--- config.mk ---
export PLATFORM = sky130hd
export DESIGN_NAME = bst_test_regs
export DESIGN_NICKNAME = d
export VERILOG_FILES = /design/src/core/bst_pkg.sv /design/src/core/bst_test_regs.sv
export SDC_FILE = /design/constraint.sdc
export NUM_CORES = 1
export LEC_CHECK = 0
export BUFFER_PORTS_ARGS = -buffer_cell sky130_fd_sc_hd__buf_2
export CAP_MARGIN = 20
export CORE_MARGIN = 4
export CORE_UTILIZATION = 35
export CTS_BUF_LIST = sky130_fd_sc_hd__clkbuf_4
export DETAILED_ROUTE_END_ITERATION = 10
export SLEW_MARGIN = 20
export SYNTH_ARGS = -nofsm -noshare
export SYNTH_HDL_FRONTEND = slang
export SYNTH_SLANG_ARGS = --single-unit
--- constraint.sdc ---
create_clock -name clk_sys -period 3.5 [get_ports clk_sys]
set_clock_uncertainty 0.15 [all_clocks]
set_input_delay 0.35 -clock clk_sys [delete_from_list [all_inputs] [get_ports clk_sys]]
set_output_delay 0.35 -clock clk_sys [all_outputs]
set_load 0.005 [all_outputs]
--- src/core/bst_pkg.sv ---
// Purpose: Shared constants and types for the boundary scan test registers
// Assumes: An external TAP controller supplies one-cycle state strobes
// Notes:   Opcode values ignore the top instruction bit
package bst_pkg;
    localparam int CHAIN_W = 18;
    localparam int OE_HI   = 17;
    localparam int OE_LO   = 16;
    localparam int IN_HI   = 15;
    localparam int IN_LO   = 8;
    localparam int OUT_HI  = 7;
    localparam int OUT_LO  = 0;
    localparam int IR_W    = 8;
    localparam int OPC_W   = 7;
    localparam int OPS_W   = 2;

    localparam logic [IR_W-1:0] IR_RESET   = 8'hFF;
    localparam logic [IR_W-1:0] IR_CAPTURE = 8'h81;

    localparam logic [OPC_W-1:0] OPC_EXTEST   = 7'h00;
    localparam logic [OPC_W-1:0] OPC_SAMPLE   = 7'h02;
    localparam logic [OPC_W-1:0] OPC_INTEST   = 7'h03;
    localparam logic [OPC_W-1:0] OPC_FLOAT    = 7'h06;
    localparam logic [OPC_W-1:0] OPC_HOLD     = 7'h07;
    localparam logic [OPC_W-1:0] OPC_RUN_BOUNDARY_TEST     = 7'h09;
    localparam logic [OPC_W-1:0] OPC_READ_N   = 7'h0A;
    localparam logic [OPC_W-1:0] OPC_READ_T   = 7'h0B;
    localparam logic [OPC_W-1:0] OPC_SELFCHK  = 7'h0C;
    localparam logic [OPC_W-1:0] OPC_TOGGLE   = 7'h0D;
    localparam logic [OPC_W-1:0] OPC_OPSEL_N  = 7'h0E;
    localparam logic [OPC_W-1:0] OPC_OPSEL_T  = 7'h0F;

    localparam logic [OPS_W-1:0] OPSEL_RESET  = 2'h2;
    localparam logic [OPS_W-1:0] OPS_TOGGLE   = 2'h0;
    localparam logic [OPS_W-1:0] OPS_PATTERN  = 2'h1;
    localparam logic [OPS_W-1:0] OPS_SIGN     = 2'h2;
    localparam logic [OPS_W-1:0] OPS_BOTH     = 2'h3;

    // Galois feedback taps; with the left shift and no tap on bit 0 they do not give maximal length
    localparam logic [15:0] TAPS16 = 16'hB400;
    localparam logic [7:0]  TAPS8  = 8'hB8;

    typedef enum logic [2:0] {
        DS_CHAIN = 3'b001,
        DS_SHORT = 3'b010,
        DS_OPSEL = 3'b100
    } bst_dsel_t;

    typedef enum logic [2:0] {
        MD_NORMAL = 3'b001,
        MD_TEST   = 3'b010,
        MD_FLOAT  = 3'b100
    } bst_mode_t;

    typedef struct packed {
        logic tlr;
        logic run_idle;
        logic capture_dr;
        logic shift_dr;
        logic update_dr;
        logic capture_ir;
        logic shift_ir;
        logic update_ir;
        logic tdi;
    } bst_tap_t;
endpackage : bst_pkg

--- src/core/bst_test_regs.sv ---
// Purpose: Test data registers and instruction decode of an octal buffer
// Assumes: TAP strobes come from logic on clk_sys; pins are asynchronous
// Notes:   Falling-edge update of the shadows is taken one clock later
// Notes on behaviour
// - Eighteen-cell chain, one cell per input and output pin.
// - Instruction picks capture source; run-test may alter chain.
// - Chain untouched in test-logic-reset.
// - Serial input enters bit 17; bit 0 feeds serial output.
// - Bits 17-16 enables, 15-8 data inputs, 7-0 data outputs.
// - Two-bit operation select steers run-boundary-test operation.
// - Operation select holds its value at capture.
// - Operation select resets to binary 10, signature compress.
// - Shortcut stage is one bit and captures zero.
// - Top opcode bit ignored by decode.
// - Opcodes 00 and 03 select chain in test mode.
// - Boundary scan captures input pins and core outputs.
// - Boundary scan drives core inputs and output pins from cells.
// - Sample, read and self check opcodes select chain per mode.
// - Float, hold, run and toggle opcodes select shortcut stage.
// - Opcodes 0E and 0F scan operation select, normal/test.
// - Unlisted and unknown opcodes select shortcut in normal mode.
// - Shortcut instruction leaves buffer function undisturbed.
// - Eight-bit instruction holder resets to all ones.
// - Instruction capture loads binary 10000001.
// - Select codes: toggle, pattern, signature, combined 8-bit.
// - Shadow latches load after update strobe when chain data register updates.
`timescale 1ns/10ps
`default_nettype none
module bst_test_regs
    import bst_pkg::*;
(
    input  wire logic          clk_sys,
    input  wire logic          sys_rst,
    input  wire bst_pkg::bst_tap_t tap,
    output logic               tdo,
    output logic               tdo_en,
    input  wire logic [7:0]    pin_data_in,
    input  wire logic [1:0]    pin_oe_n_in,
    output logic [7:0]         pin_data_out,
    output logic [7:0]         pin_data_oe,
    output logic               test_mode
);
    import bst_pkg::*;

    // Two-flop synchronisers for the pins
    logic [9:0] pin_s1_reg;
    logic [9:0] pin_s2_reg;
    logic [7:0] a_pin;
    logic [1:0] oe_n_pin;
    always_ff @(posedge clk_sys) begin
        pin_s1_reg <= {pin_oe_n_in, pin_data_in};
        pin_s2_reg <= pin_s1_reg;
    end
    assign a_pin    = pin_s2_reg[7:0];
    assign oe_n_pin = pin_s2_reg[9:8];

    function automatic logic [15:0] lfsr16(input logic [15:0] s);
        lfsr16 = {s[14:0], 1'b0} ^ (s[15] ? TAPS16 : 16'h0000);
    endfunction : lfsr16

    function automatic logic [7:0] lfsr8(input logic [7:0] s);
        lfsr8 = {s[6:0], 1'b0} ^ (s[7] ? TAPS8 : 8'h00);
    endfunction : lfsr8

    // Instruction holder
    logic [IR_W-1:0] ir_sh_reg;
    logic [IR_W-1:0] ir_sh_next;
    logic [IR_W-1:0] ir_reg;
    logic [IR_W-1:0] ir_next;
    always_comb begin
        ir_sh_next = ir_sh_reg;
        ir_next    = ir_reg;
        if (tap.tlr) begin
            ir_sh_next = IR_RESET;
            ir_next    = IR_RESET;
        end else if (tap.capture_ir) begin
            ir_sh_next = IR_CAPTURE;
        end else if (tap.shift_ir) begin
            ir_sh_next = {tap.tdi, ir_sh_reg[IR_W-1:1]};
        end else if (tap.update_ir) begin
            ir_next = ir_sh_reg;
        end
    end
    always_ff @(posedge clk_sys) begin
        if (sys_rst) begin
            ir_sh_reg <= IR_RESET;
            ir_reg    <= IR_RESET;
        end else begin
            ir_sh_reg <= ir_sh_next;
            ir_reg    <= ir_next;
        end
    end

    // Decode
    logic [OPC_W-1:0] opc;
    bst_dsel_t        dsel;
    bst_mode_t        mode;
    assign opc = ir_reg[OPC_W-1:0];
    always_comb begin
        dsel = DS_SHORT;
        mode = MD_NORMAL;
        case (opc)
            OPC_EXTEST, OPC_INTEST: begin
                dsel = DS_CHAIN;
                mode = MD_TEST;
            end
            OPC_SAMPLE, OPC_READ_N, OPC_SELFCHK: begin
                dsel = DS_CHAIN;
            end
            OPC_READ_T: begin
                dsel = DS_CHAIN;
                mode = MD_TEST;
            end
            OPC_FLOAT: mode = MD_FLOAT;
            OPC_HOLD, OPC_RUN_BOUNDARY_TEST, OPC_TOGGLE: mode = MD_TEST;
            OPC_OPSEL_N: dsel = DS_OPSEL;
            OPC_OPSEL_T: begin
                dsel = DS_OPSEL;
                mode = MD_TEST;
            end
            default: begin
                dsel = DS_SHORT;
                mode = MD_NORMAL;
            end
        endcase
    end
    assign test_mode = (mode == MD_TEST);

    // Data registers
    logic [CHAIN_W-1:0] chain_reg;
    logic [CHAIN_W-1:0] chain_next;
    logic [CHAIN_W-1:0] shadow_reg;
    logic [CHAIN_W-1:0] shadow_next;
    logic [OPS_W-1:0]   ops_sh_reg;
    logic [OPS_W-1:0]   ops_sh_next;
    logic [OPS_W-1:0]   ops_reg;
    logic [OPS_W-1:0]   ops_next;
    logic               short_reg;
    logic               short_next;
    logic [7:0]         core_a;
    logic [7:0]         core_y;
    logic               run_op;
    logic               is_chain;

    // Core buffer is inverting; core inputs come from cells in test mode
    assign core_a   = (mode == MD_TEST) ? shadow_reg[IN_HI:IN_LO]
                                        : a_pin;
    assign core_y   = ~core_a;
    assign is_chain = (dsel == DS_CHAIN);
    assign run_op   = tap.run_idle && !tap.tlr;

    always_comb begin
        chain_next  = chain_reg;
        shadow_next = shadow_reg;
        if (tap.tlr) begin
            chain_next = chain_reg;
        end else if (tap.capture_dr && is_chain) begin
            case (opc)
                OPC_READ_N, OPC_READ_T: chain_next = chain_reg;
                OPC_SELFCHK: chain_next = ~shadow_reg;
                default: begin
                    chain_next[OE_HI:OE_LO]   = oe_n_pin;
                    chain_next[IN_HI:IN_LO]   = a_pin;
                    chain_next[OUT_HI:OUT_LO] = core_y;
                end
            endcase
        end else if (tap.shift_dr && is_chain) begin
            chain_next = {tap.tdi, chain_reg[CHAIN_W-1:1]};
        end else if (tap.update_dr && is_chain) begin
            shadow_next = chain_reg;
        end else if (run_op && opc == OPC_TOGGLE) begin
            chain_next[OUT_HI:OUT_LO] = ~chain_reg[OUT_HI:OUT_LO];
            shadow_next[OUT_HI:OUT_LO] = chain_next[OUT_HI:OUT_LO];
        end else if (run_op && opc == OPC_RUN_BOUNDARY_TEST) begin
            case (ops_reg)
                OPS_TOGGLE: begin
                    chain_next[IN_HI:IN_LO]   = a_pin;
                    chain_next[OUT_HI:OUT_LO] = ~chain_reg[OUT_HI:OUT_LO];
                end
                OPS_PATTERN: begin
                    chain_next[IN_HI:OUT_LO] = lfsr16(chain_reg[IN_HI:OUT_LO]);
                end
                OPS_SIGN: begin
                    chain_next[IN_HI:OUT_LO] = lfsr16(chain_reg[IN_HI:OUT_LO])
                                             ^ {a_pin, 8'h00};
                end
                OPS_BOTH: begin
                    chain_next[IN_HI:IN_LO] = lfsr8(chain_reg[IN_HI:IN_LO])
                                            ^ a_pin;
                    chain_next[OUT_HI:OUT_LO] =
                        lfsr8(chain_reg[OUT_HI:OUT_LO]);
                end
                default: chain_next = chain_reg;
            endcase
            // Signature mode keeps the output shadows frozen
            shadow_next[IN_HI:IN_LO] = chain_next[IN_HI:IN_LO];
            if (ops_reg != OPS_SIGN) begin
                shadow_next[OUT_HI:OUT_LO] = chain_next[OUT_HI:OUT_LO];
            end
        end
    end

    always_comb begin
        ops_sh_next = ops_sh_reg;
        ops_next    = ops_reg;
        short_next  = short_reg;
        if (tap.tlr) begin
            ops_sh_next = OPSEL_RESET;
            ops_next    = OPSEL_RESET;
        end else if (dsel == DS_OPSEL) begin
            // Capture leaves the select untouched
            if (tap.shift_dr) begin
                ops_sh_next = {tap.tdi, ops_sh_reg[OPS_W-1]};
            end else if (tap.update_dr) begin
                ops_next = ops_sh_reg;
            end
        end else if (dsel == DS_SHORT) begin
            if (tap.capture_dr) begin
                short_next = 1'b0;
            end else if (tap.shift_dr) begin
                short_next = tap.tdi;
            end
        end
    end

    always_ff @(posedge clk_sys) begin
        if (sys_rst) begin
            chain_reg  <= '0;
            shadow_reg <= '0;
            ops_sh_reg <= OPSEL_RESET;
            ops_reg    <= OPSEL_RESET;
            short_reg  <= 1'b0;
        end else begin
            chain_reg  <= chain_next;
            shadow_reg <= shadow_next;
            ops_sh_reg <= ops_sh_next;
            ops_reg    <= ops_next;
            short_reg  <= short_next;
        end
    end

    // Serial output and pin drivers
    logic       tdo_next;
    logic [7:0] dout_next;
    logic [7:0] doe_next;
    logic [1:0] grp_en;
    always_comb begin
        if (tap.shift_ir) begin
            tdo_next = ir_sh_reg[0];
        end else begin
            case (dsel)
                DS_CHAIN: tdo_next = chain_reg[0];
                DS_OPSEL: tdo_next = ops_sh_reg[0];
                DS_SHORT: tdo_next = short_reg;
                default:  tdo_next = short_reg;
            endcase
        end
        if (mode == MD_TEST) begin
            grp_en    = ~shadow_reg[OE_HI:OE_LO];
            dout_next = shadow_reg[OUT_HI:OUT_LO];
        end else begin
            grp_en    = ~oe_n_pin;
            dout_next = core_y;
        end
        if (mode == MD_FLOAT) begin
            grp_en = 2'h0;
        end
        doe_next = {{4{grp_en[1]}}, {4{grp_en[0]}}};
    end

    always_ff @(posedge clk_sys) begin
        if (sys_rst) begin
            tdo          <= 1'b0;
            tdo_en       <= 1'b0;
            pin_data_out <= 8'h00;
            pin_data_oe  <= 8'h00;
        end else begin
            tdo          <= tdo_next;
            tdo_en       <= tap.shift_dr || tap.shift_ir;
            pin_data_out <= dout_next;
            pin_data_oe  <= doe_next;
        end
    end

    // Cell map and decode are written for these sizes only
    if (CHAIN_W != 18 || IR_W != 8) begin : g_width_check
        $error("Unsupported register widths");
    end

    // Checks stay off one more cycle: pin registers still hold reset values
    logic rst_d_reg;
    always_ff @(posedge clk_sys) begin
        rst_d_reg <= sys_rst;
    end
endmodule : bst_test_regs
`default_nettype wire
### Yosys cells after proc, flatten, opt, wreduce, memory -nomap -nowiden

Cells that the tools add are included.

| word-level totals | value |
|---|---|
| register bits after elaboration | 91 |
| bits in latches | 0 |
| RAM bits | 0 |
| memory bits (read-only) | 0 |
| output and inout port bits | 19 |
| logic and storage cells | 121 |
| memories kept | 0 |

| cells by class | value |
|---|---|
| add/subtract/negate cells | 0 |
| multiply operators | 0 |
| div/mod/pow operators | 0 |
| magnitude comparators | 0 |
| eq/ne operators | 24 |
| shift-type cells | 0 |
| muxes and demuxes | 28 |
| bitwise logic cells | 17 |
| reduce and logical (&&, ||, !) cells | 34 |

Operators with widths:

| operator | number |
|---|---|
| $mux 16 | 5 |
| $mux 8 | 9 |
| $pmux 16 s4 | 1 |
| $eq 7x4->1 const B | 7 |
| $mux 18 | 2 |
| $pmux 18 s2 | 1 |
| $xor 16x16->16 | 2 |
| $xor 8x8->8 | 3 |
| $not 18->18 | 1 |
| $not 8->8 | 2 |
| $reduce_and 5->1 | 3 |
| $eq 7x2->1 const B | 2 |
| $eq 7x3->1 const B | 2 |
| $mux 7 | 2 |
| $pmux 3 s2 | 2 |
| $reduce_and 4->1 | 3 |
| $reduce_and 3->1 | 3 |
| $reduce_bool 3->1 | 3 |
| $reduce_bool 2->1 | 4 |
| $logic_not 7->1 | 1 |
| $not 1->1 | 7 |
| $reduce_or 7->1 | 1 |
| $eq 3x2->1 const B | 2 |
| $eq 3x3->1 const B | 2 |
| other kinds (18) | 33 |

### Logic depth before layout (Yosys ltp)

| depth | value |
|---|---|
| depth in word-level cells | 9 |
| mapped depth | 13 |
| gate-level depth less buffers | 11 |

### Least setup slack after synthesis

Ideal clock, no wire load.

| timing | value |
|---|---|
| path type | register to register |
| from | reg ir_reg[3] |
| to | reg chain_reg[5] |
| setup time | 0.134 ns |
| arrival | 2.471 ns |
| path slack | 0.745 ns |
| cell stages (with the launch flop) | 13 |
| buffers on the path | 1 |
| period minus slack after synthesis | 2.755 ns |
| cell sequence | dfxtp_1 > and2_1 > a21oi_1 > nor2_1 > o21ai_0 > inv_1 > ha_1 > and2_1 > clkbuf_1 > a311oi_2 > o21ai_1 > a221oi_1 > a211oi_1 |

| on the way | value |
|---|---|
| word-level cells in the longest chain between the ends | 8 |

Ends and longest elaborated chain:

| element | RTL line | text |
|---|---|---|
| start, declared | bst_test_regs.sv:68 | `logic [IR_W-1:0] ir_reg;` |
| start signal, assigned | bst_test_regs.sv:90 | `ir_reg <= ir_next;` |
| $eq 7x4->1, or another cell as far along | bst_test_regs.sv:102, bst_test_regs.sv:171 |  |
| $reduce_or 7->1 (no line) | - |  |
| $pmux 3 s2 | bst_test_regs.sv:102 | `case (opc)` |
| $eq 3x2->1 | bst_test_regs.sv:146 | `assign core_a = (mode == MD_TEST) ? shadow_reg[IN_HI:IN_LO]` |
| $mux 8 | bst_test_regs.sv:146 |  |
| $not 8->8 | bst_test_regs.sv:148 | `assign core_y = ~core_a;` |
| $pmux 18 s2 | bst_test_regs.sv:158 | `case (opc)` |
| $mux 18 | bst_test_regs.sv:157 | `end else if (tap.capture_dr && is_chain) begin` |
| end signal, assigned | bst_test_regs.sv:234 | `chain_reg <= chain_next;` |
| end, declared | bst_test_regs.sv:130 | `logic [CHAIN_W-1:0] chain_reg;` |

Parallel ways exist; a longest one is shown, timed or not. The select of a mux whose other input is x is not followed.
A chain may end at the register's enable or synchronous reset.

### Worst setup path in the final report

| timing | value |
|---|---|
| from | reg ir_reg[3] |
| to | reg chain_reg[16] |

| on the way | value |
|---|---|
| word-level cells in the longest chain between the ends | 7 |

Ends and longest elaborated chain:

| element | RTL line | text |
|---|---|---|
| $eq 7x4->1, or another cell as far along | bst_test_regs.sv:102, bst_test_regs.sv:158 |  |
| $reduce_or 6->1 (no line) or $reduce_or 2->1 (tied branches) | - |  |
| $pmux 3 s2 | bst_test_regs.sv:102 |  |
| $eq 3x1->1 | bst_test_regs.sv:149 | `assign is_chain = (dsel == DS_CHAIN);` |
| $logic_and 1x1->1, on equally long branches | bst_test_regs.sv:157, bst_test_regs.sv:167 |  |
| $ne 2x2->1 (no line) or $reduce_bool 2->1 (tied branches) | - |  |
| $reduce_and 3->1 (no line) | - |  |

Parallel ways exist; a longest one is shown, timed or not.

==> impl_metrics.json <==
{
  "status": "complete, no violations",
  "worst_ir_drop_vdd_v": 0.0001663,
  "grt_first_pass_wirelength_um": 19860,
  "yosys_register_bits": 88,
  "core_mm2": 0.01211,
  "synth_top_cell_area_share_pct": 40.38,
  "synth-seq-area-share_pct": 40.38,
  "cts_tree": "built",
  "intPower_w": 0.001440,
  "grt_overflow": 0,
  "num_antenna_cells": 0,
  "post_cts_resized": 0,
  "min_period_ns": 3.232,
  "comb_power_share_pct": 5.9,
  "placed_cells": 703,
  "clock_latency_ns": 0.46,
  "yosysWarnings": 0,
  "grt_pass1_vias": 3845,
  "cts_buffers": 9,
  "avgSynthCellArea_um2": 8.263,
  "area_growth_pct": 13.02,
  "dp_hpwl_um": 8557,
  "drive_gt1_share_pct": 13.75,
  "layoutNonFillerInstCount": 728,
  "die_w_um": 119.7,
  "setup_viol": 0,
  "wl_um": 11790,
  "cts_setup_buffers": 0,
  "cap_viol_max_count": 0,
  "netSwitchingPower_w": 0.0004145,
  "synth_top_cell_by_area": "dfxtp_1",
  "cts.htree.levels": 3,
  "nets": 581,
  "path_clk_slew_ns": 0.13,
  "leakagePower_nw": 1.929,
  "crit_arrival_ns": 3.43,
  "viasPerCell": 5.628,
  "reg2reg_depth": 12,
  "r2r-end": "chain_reg[16]",
  "hold_path.class": "in2reg",
  "synth_common_cells": "88 x dfxtp_1, 71 x nand2_1, 49 x nor2_1",
  "hold_viol_final": 0,
  "antenna_found_initial": 0,
  "dieArea_mm2": 0.01432,
  "syn_inst": 528,
  "synth_edf_count": 0,
  "root_buffer": "clkbuf_4",
  "drcViolationCount": 0,
  "min_path_cells": 3,
  "synth_area_mm2": 0.004363,
  "rrSetupSlack_ns": 0.27,
  "crit_type": "reg2reg",
  "synthTopCellsByArea": "dfxtp_1 40%, nand2_1 6.1%, nor2_1 4.2%",
  "relSlewSlack_pct": 31.22,
  "whs_ns": 0.02731,
  "final_max_slew_viol_count": 0,
  "synth_flop_cell": "dfxtp_1",
  "yosysUniqueCellTypes": 63,
  "r2r_start": "ir_reg[3]",
  "pwr-share-clk_pct": 37.6,
  "clock.fmax_ghz": 0.3094,
  "hold_buffers": 11,
  "syn-num-nets": 552,
  "cp-end-kind": "flop",
  "die_h_um": 119.7,
  "port-buffer-count": 39,
  "cp.required_ns": 3.70,
  "grt_max_degree": 29,
  "wl_per_cell_um": 16.19,
  "placementRows": 40,
  "first_iter_violations": 348,
  "startpoint_type": "flop",
  "gp_congestion": 0.8628,
  "groute.usage.overall_pct": 17.06,
  "ant_nets": 0,
  "p_sw_share_pct": 22.35,
  "rsz0062_at_grt": "false",
  "seqPwrFrac_pct": 56.4,
  "finalSetupTns_ns": 0,
  "hold_start": "tap[0]",
  "start_util_pct": 36.02,
  "min_to": "ir_sh_reg[7]",
  "worst_pin_slew_ns": 1.032,
  "first_pass_iters": 6,
  "synth_most_common_cell": "dfxtp_1",
  "io_pins": 40,
  "cts_buffer_depth": 2,
  "p_per_area_mw_per_mm2": 376.1,
  "crit_fanout": 23,
  "async_reset_ff_share_pct": 0,
  "via_count": 4097,
  "cts_num_sinks": 88,
  "period_share_pct": 92.35
}
==> logic make-up after synthesis <==
family                   after synthesis  synth area share [%]
AND/OR/NAND/NOR                      219                 24.86
AO/OA/AOI/OAI                        150                 24.75
flip-flops                            88                 40.38
buffers and inverters                 51                 5.362
multiplexers                          13                 2.982
XOR/XNOR                               4                0.8029
adder cells (fa/ha/maj)                3                0.8604
==> power groups by stage <==
| stage | clock network (W) | registers [W] | logic, W |
|---|---|---|---|
| 6_report | 0.000698 | 0.00105 | 0.000110 |
| 5_1_grt | 0.000757 | 0.00105 | 0.000124 |
| 4_1_cts | 0.000719 | 0.00105 | 0.000111 |
| 3_5_place_dp | 0 | 0.00107 | 0.000102 |
| 3_3_place_gp | 0 | 0.00107 | 0.000101 |
| 2_1_floorplan | 0 | 0.00106 | 0.0000648 |
==> worst max-delay path, stage by stage (launching register included) <==
cell,delay [ns]
dfxtp_1,0.50
and2_1,0.25
a21oi_1,0.09
nor2_1,0.08
o21ai_0,0.15
inv_1,0.10
ha_1,0.27
and2_1,0.20
buf_4,0.28
nor2_1,0.17
a311oi_1,0.52
nor2_1,0.09
a311oi_1,0.28
==> cell type report <==
type / instances / area [um2]
sequential: 88 / 1762
multi-input combinational: 389 / 2367
clock buffer: 10 / 75.07
tap: 168 / 210.2
fill: 1284 / 7181
inverter: 7 / 26.28
timing repair buffer: 62 / 395.4
clock inverter: 4 / 95.09
==> cell usage in the layout (no fill, tap or decap), drive strengths merged, types with 13 or more instances in the layout <==
cell type / count
a211oi: 19
a21oi: 31
buf: 51
dfxtp: 88
mux2i: 13
nand2: 71
nand3: 28
nor2: 49
o211ai: 14
o21ai: 20
==> worst max-delay path by stage <==
stage,from,endpoint,slack (ns),cells after the start
2_1_floorplan,ir_reg[3],chain_reg[5],0.75,12
3_3_place_gp,ir_reg[3],chain_reg[13],0.46,12
3_5_place_dp,ir_reg[3],chain_reg[12],0.34,12
6_report,ir_reg[3],chain_reg[16],0.27,12
5_1_grt,ir_reg[3],chain_reg[4],0.05,11
4_1_cts,ir_reg[3],chain_reg[12],0.31,12
==> routing by layer <==
| metal | GRT usage, % | up-vias | share of wire, % |
|---|---|---|---|
| met4 | 5.941 | 0 | 1.3 |
| met3 | 3.440 | 13 | 7.3 |
| met1 | 23.25 | 1925 | 46 |
| met2 | 26.87 | 153 | 45 |
| li1 | - | 2006 | - |
| met5 | 0 | - | 0 |
==> per-stage QoR <==
| stage | total power (W) | area [um2] | utilization [%] | worst slack, ns |
|---|---|---|---|---|
| 6_report | 0.001854 | 4931 | 40.71 | 0.2677 |
| 5_1_grt | 0.001931 | 4931 | 40.71 | 0.05438 |
| 4_1_cts | 0.001877 | 4931 | 40.71 | 0.3063 |
| 3_5_place_dp | 0.001170 | 4651 | 38.40 | 0.3383 |
| 3_3_place_gp | 0.001169 | 4651 | 38.40 | 0.4577 |
| 2_1_floorplan | 0.001128 | 4363 | - | 0.7452 |
(Power assumes the default switching activity.)
